==> config.mk <==
export PLATFORM = sky130hd
export DESIGN_NAME = mgmt_unit
export DESIGN_NICKNAME = d
export VERILOG_FILES = /design/src/mgmt_pkg.sv /design/src/mgmt_unit.sv
export VERILOG_INCLUDE_DIRS = /design/src
export SDC_FILE = /design/constraint.sdc
export NUM_CORES = 1
export LEC_CHECK = 0
export ABC_CLOCK_PERIOD_IN_PS = 4100
export CAP_MARGIN = 10
export CORE_AREA = 2 2 316 318
export DETAILED_ROUTE_END_ITERATION = 6
export DIE_AREA = 0 0 318 320
export DONT_BUFFER_PORTS = 1
export PLACE_DENSITY = 0.6
export SKIP_LAST_GASP = 1
export SLEW_MARGIN = 20
export SYNTH_ARGS = -nofsm -noshare
export SYNTH_HDL_FRONTEND = slang
export SYNTH_SLANG_ARGS = --single-unit
export TNS_END_PERCENT = 10
==> constraint.sdc <==
create_clock -name pclk -period 4.1 [get_ports pclk]
set_clock_uncertainty 0.05 [all_clocks]
set_input_delay 0.41 -clock pclk [delete_from_list [all_inputs] [get_ports pclk]]
set_output_delay 0.41 -clock pclk [all_outputs]
set_load 0.05 [all_outputs]
==> src/mgmt_cfg.svh <==
// Offsets, field positions, size codes and opcodes for the management-mode unit
`ifndef MGMT_CFG_SVH
`define MGMT_CFG_SVH

// APB register byte addresses
`define OFF_CTRL        8'h00
`define OFF_STATUS      8'h04
`define OFF_CORE_STATE  8'h08
`define OFF_TRAP_INFO   8'h0c
`define OFF_TRAP_ADDR   8'h10
`define OFF_TRAP_DATA   8'h14
`define OFF_TRAP_INDEX  8'h18
`define OFF_OPCODE      8'h1c
`define OFF_REGION      8'h20

// Header offsets below the top of management memory
`define HDR_DEBUG7      8'h04
`define HDR_FLAGS       8'h08
`define HDR_CTRL0       8'h0c
`define HDR_CUR_IP      8'h10
`define HDR_NEXT_IP     8'h14
`define HDR_CS_SEL      8'h18
`define HDR_CS_DESC_HI  8'h1c
`define HDR_CS_DESC_LO  8'h20
`define HDR_STATUS      8'h24
`define HDR_IO_INFO     8'h28
`define HDR_DATA        8'h2c
`define HDR_INDEX       8'h30
`define HDR_MEM_ADDR    8'h34
`define HDR_WORDS       13

// Status word bit positions in the header
`define BIT_C           0
`define BIT_I           1
`define BIT_P           2
`define BIT_S           3
`define BIT_H           4
`define BIT_M           5
`define BIT_X           6
`define BIT_V           7
`define BIT_N           8

// I/O size codes
`define SIZE_BYTE       16'h0001
`define SIZE_WORD       16'h0003
`define SIZE_DWORD      16'h000f

// Opcode bytes (0f escape and the second byte after it), code segment register code and transfer bits
`define OP_SEG_SAVE     8'h78
`define OP_SEG_REST     8'h79
`define OP_LDT_SAVE     8'h7a
`define OP_LDT_REST     8'h7b
`define OP_TASK_SAVE    8'h7c
`define OP_TASK_REST    8'h7d
`define OP_SW_ENTRY     8'h38
`define OP_RESUME       8'haa
`define OP_ESCAPE       8'h0f
`define SREG_CS         3'h1
`define XFER_BITS       7'h50

`endif

==> src/mgmt_pkg.sv <==
// Types shared by the management-mode unit
package mgmt_pkg;
    typedef struct packed {
        logic [31:0] debug7;
        logic [31:0] flags;
        logic [31:0] ctrl0;
        logic [31:0] cur_ip;
        logic [31:0] next_ip;
        logic [15:0] cs_sel;
        logic [63:0] cs_desc;
        logic        cs_writable;
        logic        halted;
    } core_state_type;

    typedef struct packed {
        logic        vga;
        logic        external;
        logic        is_memory;
        logic        rep_prefix;
        logic        is_write;
        logic [1:0]  size;
        logic [15:0] io_port;
        logic [31:0] data;
        logic [31:0] index;
        logic [31:0] mem_addr;
    } trap_info_type;

    typedef enum logic [4:0] {
        ST_IDLE   = 5'b00001,
        ST_SAVE   = 5'b00010,
        ST_RUN    = 5'b00100,
        ST_LOAD   = 5'b01000,
        ST_RETURN = 5'b10000
    } mode_state_type;
endpackage : mgmt_pkg

==> src/mgmt_unit.sv <==
// Management-mode entry, state-save header writer and instruction checker
//
// Overview of operation
// - Save debug7, flags and ctrl0 words on entry
// - Save current and next instruction pointers
// - Save code selector and 8-byte descriptor
// - Nested-entry flag copies in_mgmt at entry; entries start only from idle, so it always reads zero
// - Flag entries caused by VGA region access
// - Flag pin entry one, internal unit zero
// - Access-type flag: zero I/O, one memory
// - Flag halt or shutdown before entry
// - Flag software-instruction entry, else clear
// - Flag repeat prefix on trapped string I/O
// - Flag I/O write one, read zero
// - Flag writable code segment
// - Store I/O size code and port
// - Store trapped data in one shared word
// - Store restored index for string repeat
// - Store trapped physical address
// - Check enables before save/restore/resume, else fault
// - Software entry needs all four enables outside
// - Defer pin interrupt until software session resumes
// - Save/restore operations transfer eighty bits
// - Segment restore on code segment faults
// - Decode 0f 78..7d, 0f 38, 0f aa
// - Header sits at top, descending offsets
// - Memory data shares the I/O data word
`timescale 1ns/10ps
`include "mgmt_cfg.svh"

module mgmt_unit (
    input  wire logic                    pclk,
    input  wire logic                    presetn,
    input  wire logic                    psel,
    input  wire logic                    penable,
    input  wire logic                    pwrite,
    input  wire logic [7:0]              paddr,
    input  wire logic [31:0]             pwdata,
    output logic      [31:0]             prdata,
    output logic                         pready,
    output logic                         pslverr,
    input  wire logic                    mgmt_interrupt_pin_n,
    input  wire logic                    internal_trap,
    input  wire mgmt_pkg::trap_info_type trap_in,
    input  wire mgmt_pkg::core_state_type core_in,
    input  wire logic [1:0]              privilege,
    input  wire logic                    op_valid,
    input  wire logic [7:0]              op_byte0,
    input  wire logic [7:0]              op_byte1,
    input  wire logic [2:0]              op_sreg,
    input  wire logic                    hdr_ready,
    output logic                         hdr_we,
    output logic      [31:0]             hdr_addr,
    output logic      [31:0]             hdr_wdata,
    output logic                         invalid_opcode,
    output logic                         op_accept,
    output logic      [6:0]              op_xfer_bits,
    output logic                         in_mgmt,
    output logic                         resume_valid,
    output logic      [31:0]             resume_ip,
    output mgmt_pkg::core_state_type     resume_state
);
    mgmt_pkg::mode_state_type state;
    mgmt_pkg::core_state_type saved_core;
    mgmt_pkg::trap_info_type  saved_trap;
    logic        mgmt_feature_enable;
    logic        mgmt_access_control;
    logic [31:0] mgmt_region_register;
    logic [31:0] header_top;
    logic        nested_flag;
    logic        sw_session;
    logic        sw_entry_flag;
    logic        pin_entry_flag;
    logic        pin_pending;
    logic        pin_sync1;
    logic        pin_sync2;
    logic        pin_prev;
    logic [3:0]  word_idx;
    logic [31:0] fault_count;
    logic [31:0] next_hdr_word;
    logic [8:0]  status_word;
    logic [15:0] size_code;
    logic        enables_ok;
    logic        is_escape;
    logic        instr_allowed;
    logic        entry_allowed;
    logic        is_save_rest;
    logic        pin_fall;
    logic        hw_request;
    logic        apb_access;

    // Pin is asynchronous: two flops before any use
    always_ff @(posedge pclk or negedge presetn) begin
        if (!presetn) begin
            pin_sync1 <= 1'b1;
            pin_sync2 <= 1'b1;
            pin_prev  <= 1'b1;
        end else begin
            pin_sync1 <= mgmt_interrupt_pin_n;
            pin_sync2 <= pin_sync1;
            pin_prev  <= pin_sync2;
        end
    end

    // Shared enable conditions and opcode decode
    assign enables_ok    = mgmt_feature_enable && (mgmt_region_register[3:0] != 4'h0)
                           && (privilege == 2'b00);
    assign is_escape     = op_valid && (op_byte0 == `OP_ESCAPE);
    assign is_save_rest  = is_escape && (op_byte1 >= `OP_SEG_SAVE)
                           && (op_byte1 <= `OP_TASK_REST);
    assign instr_allowed = enables_ok && (mgmt_access_control || in_mgmt);
    assign entry_allowed = in_mgmt || (enables_ok && mgmt_access_control);
    assign pin_fall      = pin_prev && !pin_sync2;
    assign hw_request    = pin_pending || internal_trap;
    assign apb_access    = psel && penable;

    // Edge on the pin is remembered until it can be serviced
    always_ff @(posedge pclk or negedge presetn) begin
        if (!presetn) begin
            pin_pending <= 1'b0;
        end else if (pin_fall) begin
            pin_pending <= 1'b1; // Set wins over a same-cycle take
        end else if (state == mgmt_pkg::ST_IDLE && !sw_session && !internal_trap
                     && !(is_escape && op_byte1 == `OP_SW_ENTRY && entry_allowed)) begin
            pin_pending <= 1'b0; // Kept if a software entry wins this cycle
        end
    end

    // Instruction checker; one-cycle answers
    always_ff @(posedge pclk or negedge presetn) begin
        if (!presetn) begin
            invalid_opcode <= 1'b0;
            op_accept      <= 1'b0;
            op_xfer_bits   <= 7'h00;
            fault_count    <= 32'h0000_0000;
        end else begin
            invalid_opcode <= 1'b0;
            op_accept      <= 1'b0;
            op_xfer_bits   <= 7'h00;
            if (is_save_rest) begin
                if (!instr_allowed) begin
                    invalid_opcode <= 1'b1;
                end else if (op_byte1 == `OP_SEG_REST && op_sreg == `SREG_CS) begin
                    invalid_opcode <= 1'b1;
                end else begin
                    op_accept    <= 1'b1;
                    op_xfer_bits <= `XFER_BITS;
                end
            end else if (is_escape && op_byte1 == `OP_RESUME && !instr_allowed) begin
                invalid_opcode <= 1'b1;
            end else if (is_escape && op_byte1 == `OP_SW_ENTRY && !entry_allowed) begin
                invalid_opcode <= 1'b1;
            end
            if ((is_save_rest || is_escape) && !instr_allowed && !entry_allowed) begin
                fault_count <= fault_count + 32'h0000_0001;
            end
        end
    end

    // Mode sequencer: entry, header save, run, resume
    always_ff @(posedge pclk or negedge presetn) begin
        if (!presetn) begin
            state          <= mgmt_pkg::ST_IDLE;
            in_mgmt        <= 1'b0;
            sw_session     <= 1'b0;
            sw_entry_flag  <= 1'b0;
            pin_entry_flag <= 1'b0;
            nested_flag    <= 1'b0;
            word_idx       <= 4'h0;
            saved_core     <= '0;
            saved_trap     <= '0;
            resume_valid   <= 1'b0;
            resume_ip      <= 32'h0000_0000;
            resume_state   <= '0;
        end else begin
            resume_valid <= 1'b0;
            unique case (state)
                mgmt_pkg::ST_IDLE, mgmt_pkg::ST_RUN: begin
                    if (is_escape && op_byte1 == `OP_SW_ENTRY && entry_allowed
                        && !(state == mgmt_pkg::ST_RUN)) begin
                        state         <= mgmt_pkg::ST_SAVE;
                        sw_entry_flag <= 1'b1;
                        sw_session    <= 1'b1;
                        pin_entry_flag <= 1'b0;
                        nested_flag   <= in_mgmt;
                        saved_core    <= core_in;
                        saved_trap    <= '0;
                        word_idx      <= 4'h0;
                    end else if (state == mgmt_pkg::ST_IDLE && hw_request
                                 && !sw_session) begin
                        state          <= mgmt_pkg::ST_SAVE;
                        sw_entry_flag  <= 1'b0;
                        pin_entry_flag <= !internal_trap;
                        nested_flag    <= in_mgmt;
                        saved_core     <= core_in;
                        saved_trap     <= trap_in;
                        word_idx       <= 4'h0;
                    end else if (state == mgmt_pkg::ST_RUN && is_escape
                                 && op_byte1 == `OP_RESUME && instr_allowed) begin
                        state <= mgmt_pkg::ST_LOAD;
                    end
                end
                mgmt_pkg::ST_SAVE: begin
                    if (hdr_we && hdr_ready) begin // Advance only on an accepted word
                        if (word_idx == 4'(`HDR_WORDS - 1)) begin
                            state   <= mgmt_pkg::ST_RUN;
                            in_mgmt <= 1'b1;
                        end else begin
                            word_idx <= word_idx + 4'h1;
                        end
                    end
                end
                mgmt_pkg::ST_LOAD: begin
                    resume_state <= saved_core;
                    resume_ip    <= saved_core.next_ip;
                    state        <= mgmt_pkg::ST_RETURN;
                end
                mgmt_pkg::ST_RETURN: begin
                    resume_valid <= 1'b1;
                    in_mgmt      <= nested_flag;
                    sw_session   <= 1'b0; // Frees a deferred pin request
                    state        <= mgmt_pkg::ST_IDLE;
                end
                default: begin
                    state <= mgmt_pkg::ST_IDLE;
                end
            endcase
        end
    end

    // Header status word and size code
    always_comb begin
        status_word             = 9'h000;
        status_word[`BIT_C]     = saved_core.cs_writable;
        status_word[`BIT_I]     = saved_trap.is_write;
        status_word[`BIT_P]     = saved_trap.rep_prefix;
        status_word[`BIT_S]     = sw_entry_flag;
        status_word[`BIT_H]     = saved_core.halted;
        status_word[`BIT_M]     = saved_trap.is_memory;
        status_word[`BIT_X]     = pin_entry_flag;
        status_word[`BIT_V]     = saved_trap.vga;
        status_word[`BIT_N]     = nested_flag;
        unique case (saved_trap.size)
            2'b00:   size_code = `SIZE_BYTE;
            2'b01:   size_code = `SIZE_WORD;
            default: size_code = `SIZE_DWORD;
        endcase
    end

    // Header word selected by index, top word first
    always_comb begin
        next_hdr_word = 32'h0000_0000;
        unique case (word_idx)
            4'h0:    next_hdr_word = saved_core.debug7;
            4'h1:    next_hdr_word = saved_core.flags;
            4'h2:    next_hdr_word = saved_core.ctrl0;
            4'h3:    next_hdr_word = saved_core.cur_ip;
            4'h4:    next_hdr_word = saved_core.next_ip;
            4'h5:    next_hdr_word = {16'h0000, saved_core.cs_sel};
            4'h6:    next_hdr_word = saved_core.cs_desc[63:32];
            4'h7:    next_hdr_word = saved_core.cs_desc[31:0];
            4'h8:    next_hdr_word = {23'h000000, status_word};
            4'h9:    next_hdr_word = {size_code, saved_trap.io_port};
            4'ha:    next_hdr_word = saved_trap.data; // Memory or I/O alike
            4'hb:    next_hdr_word = saved_trap.index;
            4'hc:    next_hdr_word = saved_trap.mem_addr;
            default: next_hdr_word = 32'h0000_0000;
        endcase
    end

    // Header write port; address counts down from the top
    always_ff @(posedge pclk or negedge presetn) begin
        if (!presetn) begin
            hdr_we    <= 1'b0;
            hdr_addr  <= 32'h0000_0000;
            hdr_wdata <= 32'h0000_0000;
        end else if (state == mgmt_pkg::ST_SAVE && !(hdr_we && hdr_ready)) begin
            hdr_we    <= 1'b1;
            hdr_addr  <= header_top - {26'h0, word_idx, 2'b00} - 32'h0000_0004;
            hdr_wdata <= next_hdr_word;
        end else begin
            hdr_we <= 1'b0;
        end
    end

    // Header top is end of region: base plus size
    assign header_top = {mgmt_region_register[31:12], 12'h000}
                        + (32'h0000_1000 << mgmt_region_register[3:0]);

    // Writable configuration
    always_ff @(posedge pclk or negedge presetn) begin
        if (!presetn) begin
            mgmt_feature_enable  <= 1'b0;
            mgmt_access_control  <= 1'b0;
            mgmt_region_register <= 32'h0000_0000;
        end else if (apb_access && pwrite) begin
            if (paddr == `OFF_CTRL) begin
                mgmt_feature_enable <= pwdata[0];
                mgmt_access_control <= pwdata[1];
            end else if (paddr == `OFF_REGION) begin
                mgmt_region_register <= pwdata;
            end
        end
    end

    // APB read side; zero wait states, unmapped address errors
    always_ff @(posedge pclk or negedge presetn) begin
        if (!presetn) begin
            prdata  <= 32'h0000_0000;
            pready  <= 1'b0;
            pslverr <= 1'b0;
        end else begin
            pready  <= psel && !penable;
            pslverr <= 1'b0;
            if (psel && !penable) begin
                unique case (paddr)
                    `OFF_CTRL:       prdata <= {30'h0, mgmt_access_control,
                                                mgmt_feature_enable};
                    `OFF_STATUS:     prdata <= {21'h0, sw_session, in_mgmt, status_word};
                    `OFF_CORE_STATE: prdata <= {27'h0, state};
                    `OFF_TRAP_INFO:  prdata <= {size_code, saved_trap.io_port};
                    `OFF_TRAP_ADDR:  prdata <= saved_trap.mem_addr;
                    `OFF_TRAP_DATA:  prdata <= saved_trap.data;
                    `OFF_TRAP_INDEX: prdata <= fault_count;
                    `OFF_OPCODE:     prdata <= {25'h0, op_xfer_bits};
                    `OFF_REGION:     prdata <= mgmt_region_register;
                    default: begin
                        prdata  <= 32'h0000_0000;
                        pslverr <= 1'b1;
                    end
                endcase
            end
        end
    end
endmodule : mgmt_unit

# --- Word-level counts from Yosys, hierarchy flattened ---
# Cells that the tools add are included.
word_totals:
  input_bits: 431
  output_inout_bits: 384
  word_cells: 206
  regBits: 795
op_classes:
  n_mux: 46
  n_eq_ne: 37
  shift: 1
  n_addsub: 5
  bitwise_logic: 1
  order_cmp: 2
  reduce_logical: 62
ops:
  columns: ["cell", "count"]
  rows:
  - ["$mux W242", 2]
  - ["$pmux W32 S13", 1]
  - ["$pmux W32 S9", 1]
  - ["$mux W119", 2]
  - ["$add A32 B1 Y32 const B", 1]
  - ["$add A32 B32 Y32", 1]
  - ["$eq A8 B5 Y1 const B", 4]
  - ["$shl A13 B4 Y32 const A", 1]
  - ["$sub A32 B3 Y32 const B", 1]
  - ["$sub A32 B6 Y32", 1]
  - ["$logic_and A1 B1 Y1", 30]
  - ["$mux W5", 5]
  - ["$eq A8 B4 Y1 const B", 3]
  - ["$mux W1", 23]
  - ["$mux W7", 3]
  - ["$eq A4 B4 Y1 const B", 5]
  - ["$eq A4 B3 Y1 const B", 4]
  - ["$eq A8 B6 Y1 const B", 2]
  - ["$mux W4", 4]
  - ["$pmux W4 S2", 2]
  - ["$pmux W5 S3", 1]
  - ["$reduce_bool A2 Y1", 5]
  - ["$logic_not A1 Y1", 9]
  - ["$reduce_and A3 Y1", 3]
  - ["other kinds (29)", 40]

# --- Logic depth before layout (Yosys ltp) ---
logic_depth:
  ltp_word: 10
  ltp_mapped: 14

# --- Worst setup path after synthesis ---
# Ideal clock, no wire load.
synth_path:
  path_kind: "reg2reg"
  start: "reg mgmt_region_register[2]"
  end: "reg hdr_addr[28]"
  path_stages_with_launch: 13
  slack_ns: 0.855
  setup_ns: 0.130
  required_time_ns: 3.920
  arrival_time_ns: 3.065
  path_buffers: 1
  path_cell_list: "dfrtp_1 buf_6 or4_4 ha_1 inv_1 ha_1 nor2b_1 and4_1 o311ai_0 o311ai_1 a311oi_1 xor2_1 o21ai_1"
synth_via:
  elab_chain_cells: 4
synth_rtl:
  columns: ["item", "line_no", "text"]
  rows:
  - ["start: declaration", "mgmt_unit.sv:68", "logic [31:0] mgmt_region_register;"]
  - ["start signal: assignment", "mgmt_unit.sv:301", "mgmt_region_register <= pwdata;"]
  - ["$shl A13 B4 Y32", "mgmt_unit.sv:288", "+ (32'h0000_1000 << mgmt_region_register[3:0]);"]
  - ["$add A32 B32 Y32", "mgmt_unit.sv:288", null]
  - ["$sub A32 B6 Y32", "mgmt_unit.sv:279", "hdr_addr <= header_top - {26'h0, word_idx, 2'b00} - 32'h0000_0004;"]
  - ["$sub A32 B3 Y32", "mgmt_unit.sv:279", null]
  - ["end signal: assignment", "mgmt_unit.sv:279", null]
  - ["end: declaration", "mgmt_unit.sv:53", "output logic [31:0] hdr_addr,"]
# Every way passes these cells.
# A chain may end at the register's enable or synchronous reset.

==> impl_results.md <==
* TritonCTS clock tree: built
* Top-level port count at ~820
* Async SR Flop Fraction at 100%
* Worst path required time at 2.87 ns
* Clock sink total at 785
* Setup ws final at -1.45 ns
* Synth Instances at 3706
* Die H at between 300 and 400 um
* Placer Congestion at ~0.93
* Avg Inst Size Synth at 9.34 um^2
* Most frequent cells in the layout: 1606 x nand2_1, 781 x dfrtp_1, 401 x dlygate4sd3_1, 176 x a22o_1, 89 x clkbuf_16
* DR vias at roughly 30000
* Fill cell count at around 9400
* Seq/Total Area, Yosys at between 50 and 60%
* Critical path class: in -> async
* Largest family of logic cells by synthesized area: simple AND/OR/NAND/NOR gates
* DRT Pass-1 Iters at 6
* Actual slew at the worst max-slew pin at 7.84 ns
* Failing checks: negative hold slack, max-slew violations, negative setup slack
* Die X at around 320 um
* Slew Limit Fails at roughly 710
* Storage cell area at roughly 20000 um^2
* Post-Synth Simple-Gate Area at a little over a fifth
* Die ar. at 102000 um^2
* Initial antenna violation count at 20
* Max cap viols at 0
* Gr usage total at 28.8%
* VDD IR max at 408 uV
* Worst Setup Start Kind: input pin
* Clock Tree Buf Depth at 3
* Xor-xnor portion of the synthesized cell area at roughly 1.4%
* NumNets Final at 4480
* M2 GR Usage at 44.8%
* Post-route DRC at 0
* H-tree levels at 3
* Worst R2R Path Depth at 13
* Multiplexer share of the synthesized area at less than 1%
* Multi-input logic area at ~13000 um^2
* Pwr dens at approximately 660 nW/um^2
* Layout cell share with drive strength beyond 1 at 6.60%
* Hold Crit Class: in -> async
* Seq cells post-synth at 785
* Hold WS at -0.597 ns
* P_leak at 21.1 nW
* Final setup violation count at ~420
* Post-route antenna net violation count at 0
* Outcome: complete, but fails checks
* Number of flops mapped to enable cells by yosys at 0
* Final WL at around 150000 um
* Arrival time at the worst endpoint at 4.32 ns
* Synth Area in Adders at 1.74%
* Synth warn at 0
* Commonest non-fill, non-tap cell in the layout: nand2_1
* Grt ovf at 0
* Initial core utilization at 35.3%
* Worst r2r src: mgmt_region_register[0]
* Syn Std Cell Area at between 30000 and 40000 um^2
* Number of buffers added on ports at 0
* Row count at 115
* Netlist cell types at 75
* CTS resizes at 0
* Layer with the highest usage: met2
* Part of the cycle the worst path needs at 135%
* Routed len/inst at about 28 um
* CTS root buffer: clkbuf_16
* Hold Vio Cnt, Final at between 100 and 150
* Post-CTS setup buffers at 0
* Met1 global-route usage at 38.5%
* Max-slew headroom at -423%
* Complex-gate fraction of the synthesized area at 13.4%
* Clock-pin slew on the worst setup and hold paths at roughly 0.06 ns
* Fin area at approximately 43000 um^2
* CP max FO at 785
* Dpl hpwl at 106000 um
* Worst-skew pair later-pin latency at 0.69 ns
* Setup TNS at -395.55 ns
* Layout area overhead at 23.2%
* CTS Hold Bufs at ~400
* R2r setup slk at 0.49 ns
* Fmax at 0.180 GHz
* Worst r2r dst: hdr_addr[24]
* RSZ-0062 raised after global routing: no
* Worst Setup End Kind: async pin
* Post-route minimum period at 5.55 ns
* DP Area at 35700 um^2
* Ys flop type: dfrtp_1
* First-pass GRT wire length at 213000 um
* Core area at just under 100000 um^2
* Vias in the first global route at 29100
* Largest net degree at the start of global routing at 786
* Grt met3 use at 8.40%
* CTS Buf Count at 87
* Via density at 5.53
* DRT iter0 DRCs at approximately 3200
-- layer usage --
layer	vias to the layer above	wire length [um]
li1	13000	-
met1	14800	62800
met2	1576	67500
met3	267	14700
met4	12	4920
met5	-	83
-- worst max-delay path by stage --
stage	startpoint	endpoint	slack [ns]	depth (start not counted)
finish	presetn	saved_core[85]	-1.45	0
CTS	mgmt_region_register[0]	hdr_addr[24]	0.54	13
floorplan	mgmt_region_register[2]	hdr_addr[28]	0.86	12
global placement	mgmt_region_register[2]	hdr_addr[24]	0.48	12
global route	mgmt_region_register[0]	hdr_addr[24]	0.18	13
detailed placement	mgmt_region_register[0]	hdr_addr[24]	0.54	13
-- Yosys cell counts (41+ instances only) --
master / instances / area share (%)
clkbuf_1: 153 / 1.7
a31oi_1: 42 / 0.76
inv_1: 78 / 0.85
nand2_1: 1607 / 17
a222oi_1: 46 / 1.3
a22o_1: 176 / 4.5
dfrtp_1: 781 / 56
ha_1: 48 / 1.7
a221oi_1: 52 / 1.3
buf_2: 41 / 0.59
nor2_1: 71 / 0.77
xnor2_1: 42 / 1.1
a22oi_1: 61 / 1.3
o21ai_0: 67 / 0.97
buf_4: 54 / 1.2
-- final cells by class --
| cell class | instances | area share, % |
|---|---|---|
| sequential | 785 | 46.1 |
| multi-input combinational | 2574 | 31.4 |
| timing repair buffer | 474 | 11.2 |
| clock buffer | 127 | 5.86 |
| tap | 1287 | 3.78 |
| clock inverter | 37 | 0.904 |
| inverter | 79 | 0.713 |
| antenna | 6 | 0.0352 |
-- cells by family after synthesis --
logic type	Yosys count
buffers and inverters	353
AOI/OAI and AO/OA	597
muxes	21
adders and majority gates	48
xor gates and xnor gates	54
DFF	785
and+or+nand+nor	1847
other	1
-- power by group --
group / switching (mW) / internal, mW / total (mW)
clock network: 3.48 / 4.53 / 8.01
logic: 3.47 / 2.47 / 5.93
registers: 4.44 / 9.89 / 14.3
-- stage by stage --
stage                     hold slack (ns)  util (%)  total power [mW]  setup slack [ns]  cells
after global placement              0.140      36.4              19.7             0.476   4797
after floorplan                    0.0644         -              16.8             0.855   3712
after detailed placement            0.110      36.4              19.9             0.543   4797
final                              -0.597      43.5              28.3             -1.45   5369
after global routing               -0.620      43.5              29.5             0.179   5367
after CTS                          -0.629      43.5              28.3             0.535   5362
-- registers in the layout (all words and copies together), names as in the netlist, 4 cells and up --
signal,flops
fault_count,32
hdr_addr,29
hdr_wdata,32
mgmt_region_register,32
prdata,32
resume_state,242
saved_core,242
saved_trap,118
state,5
word_idx,4
Note: power is estimated with default switching activity, not from simulation.
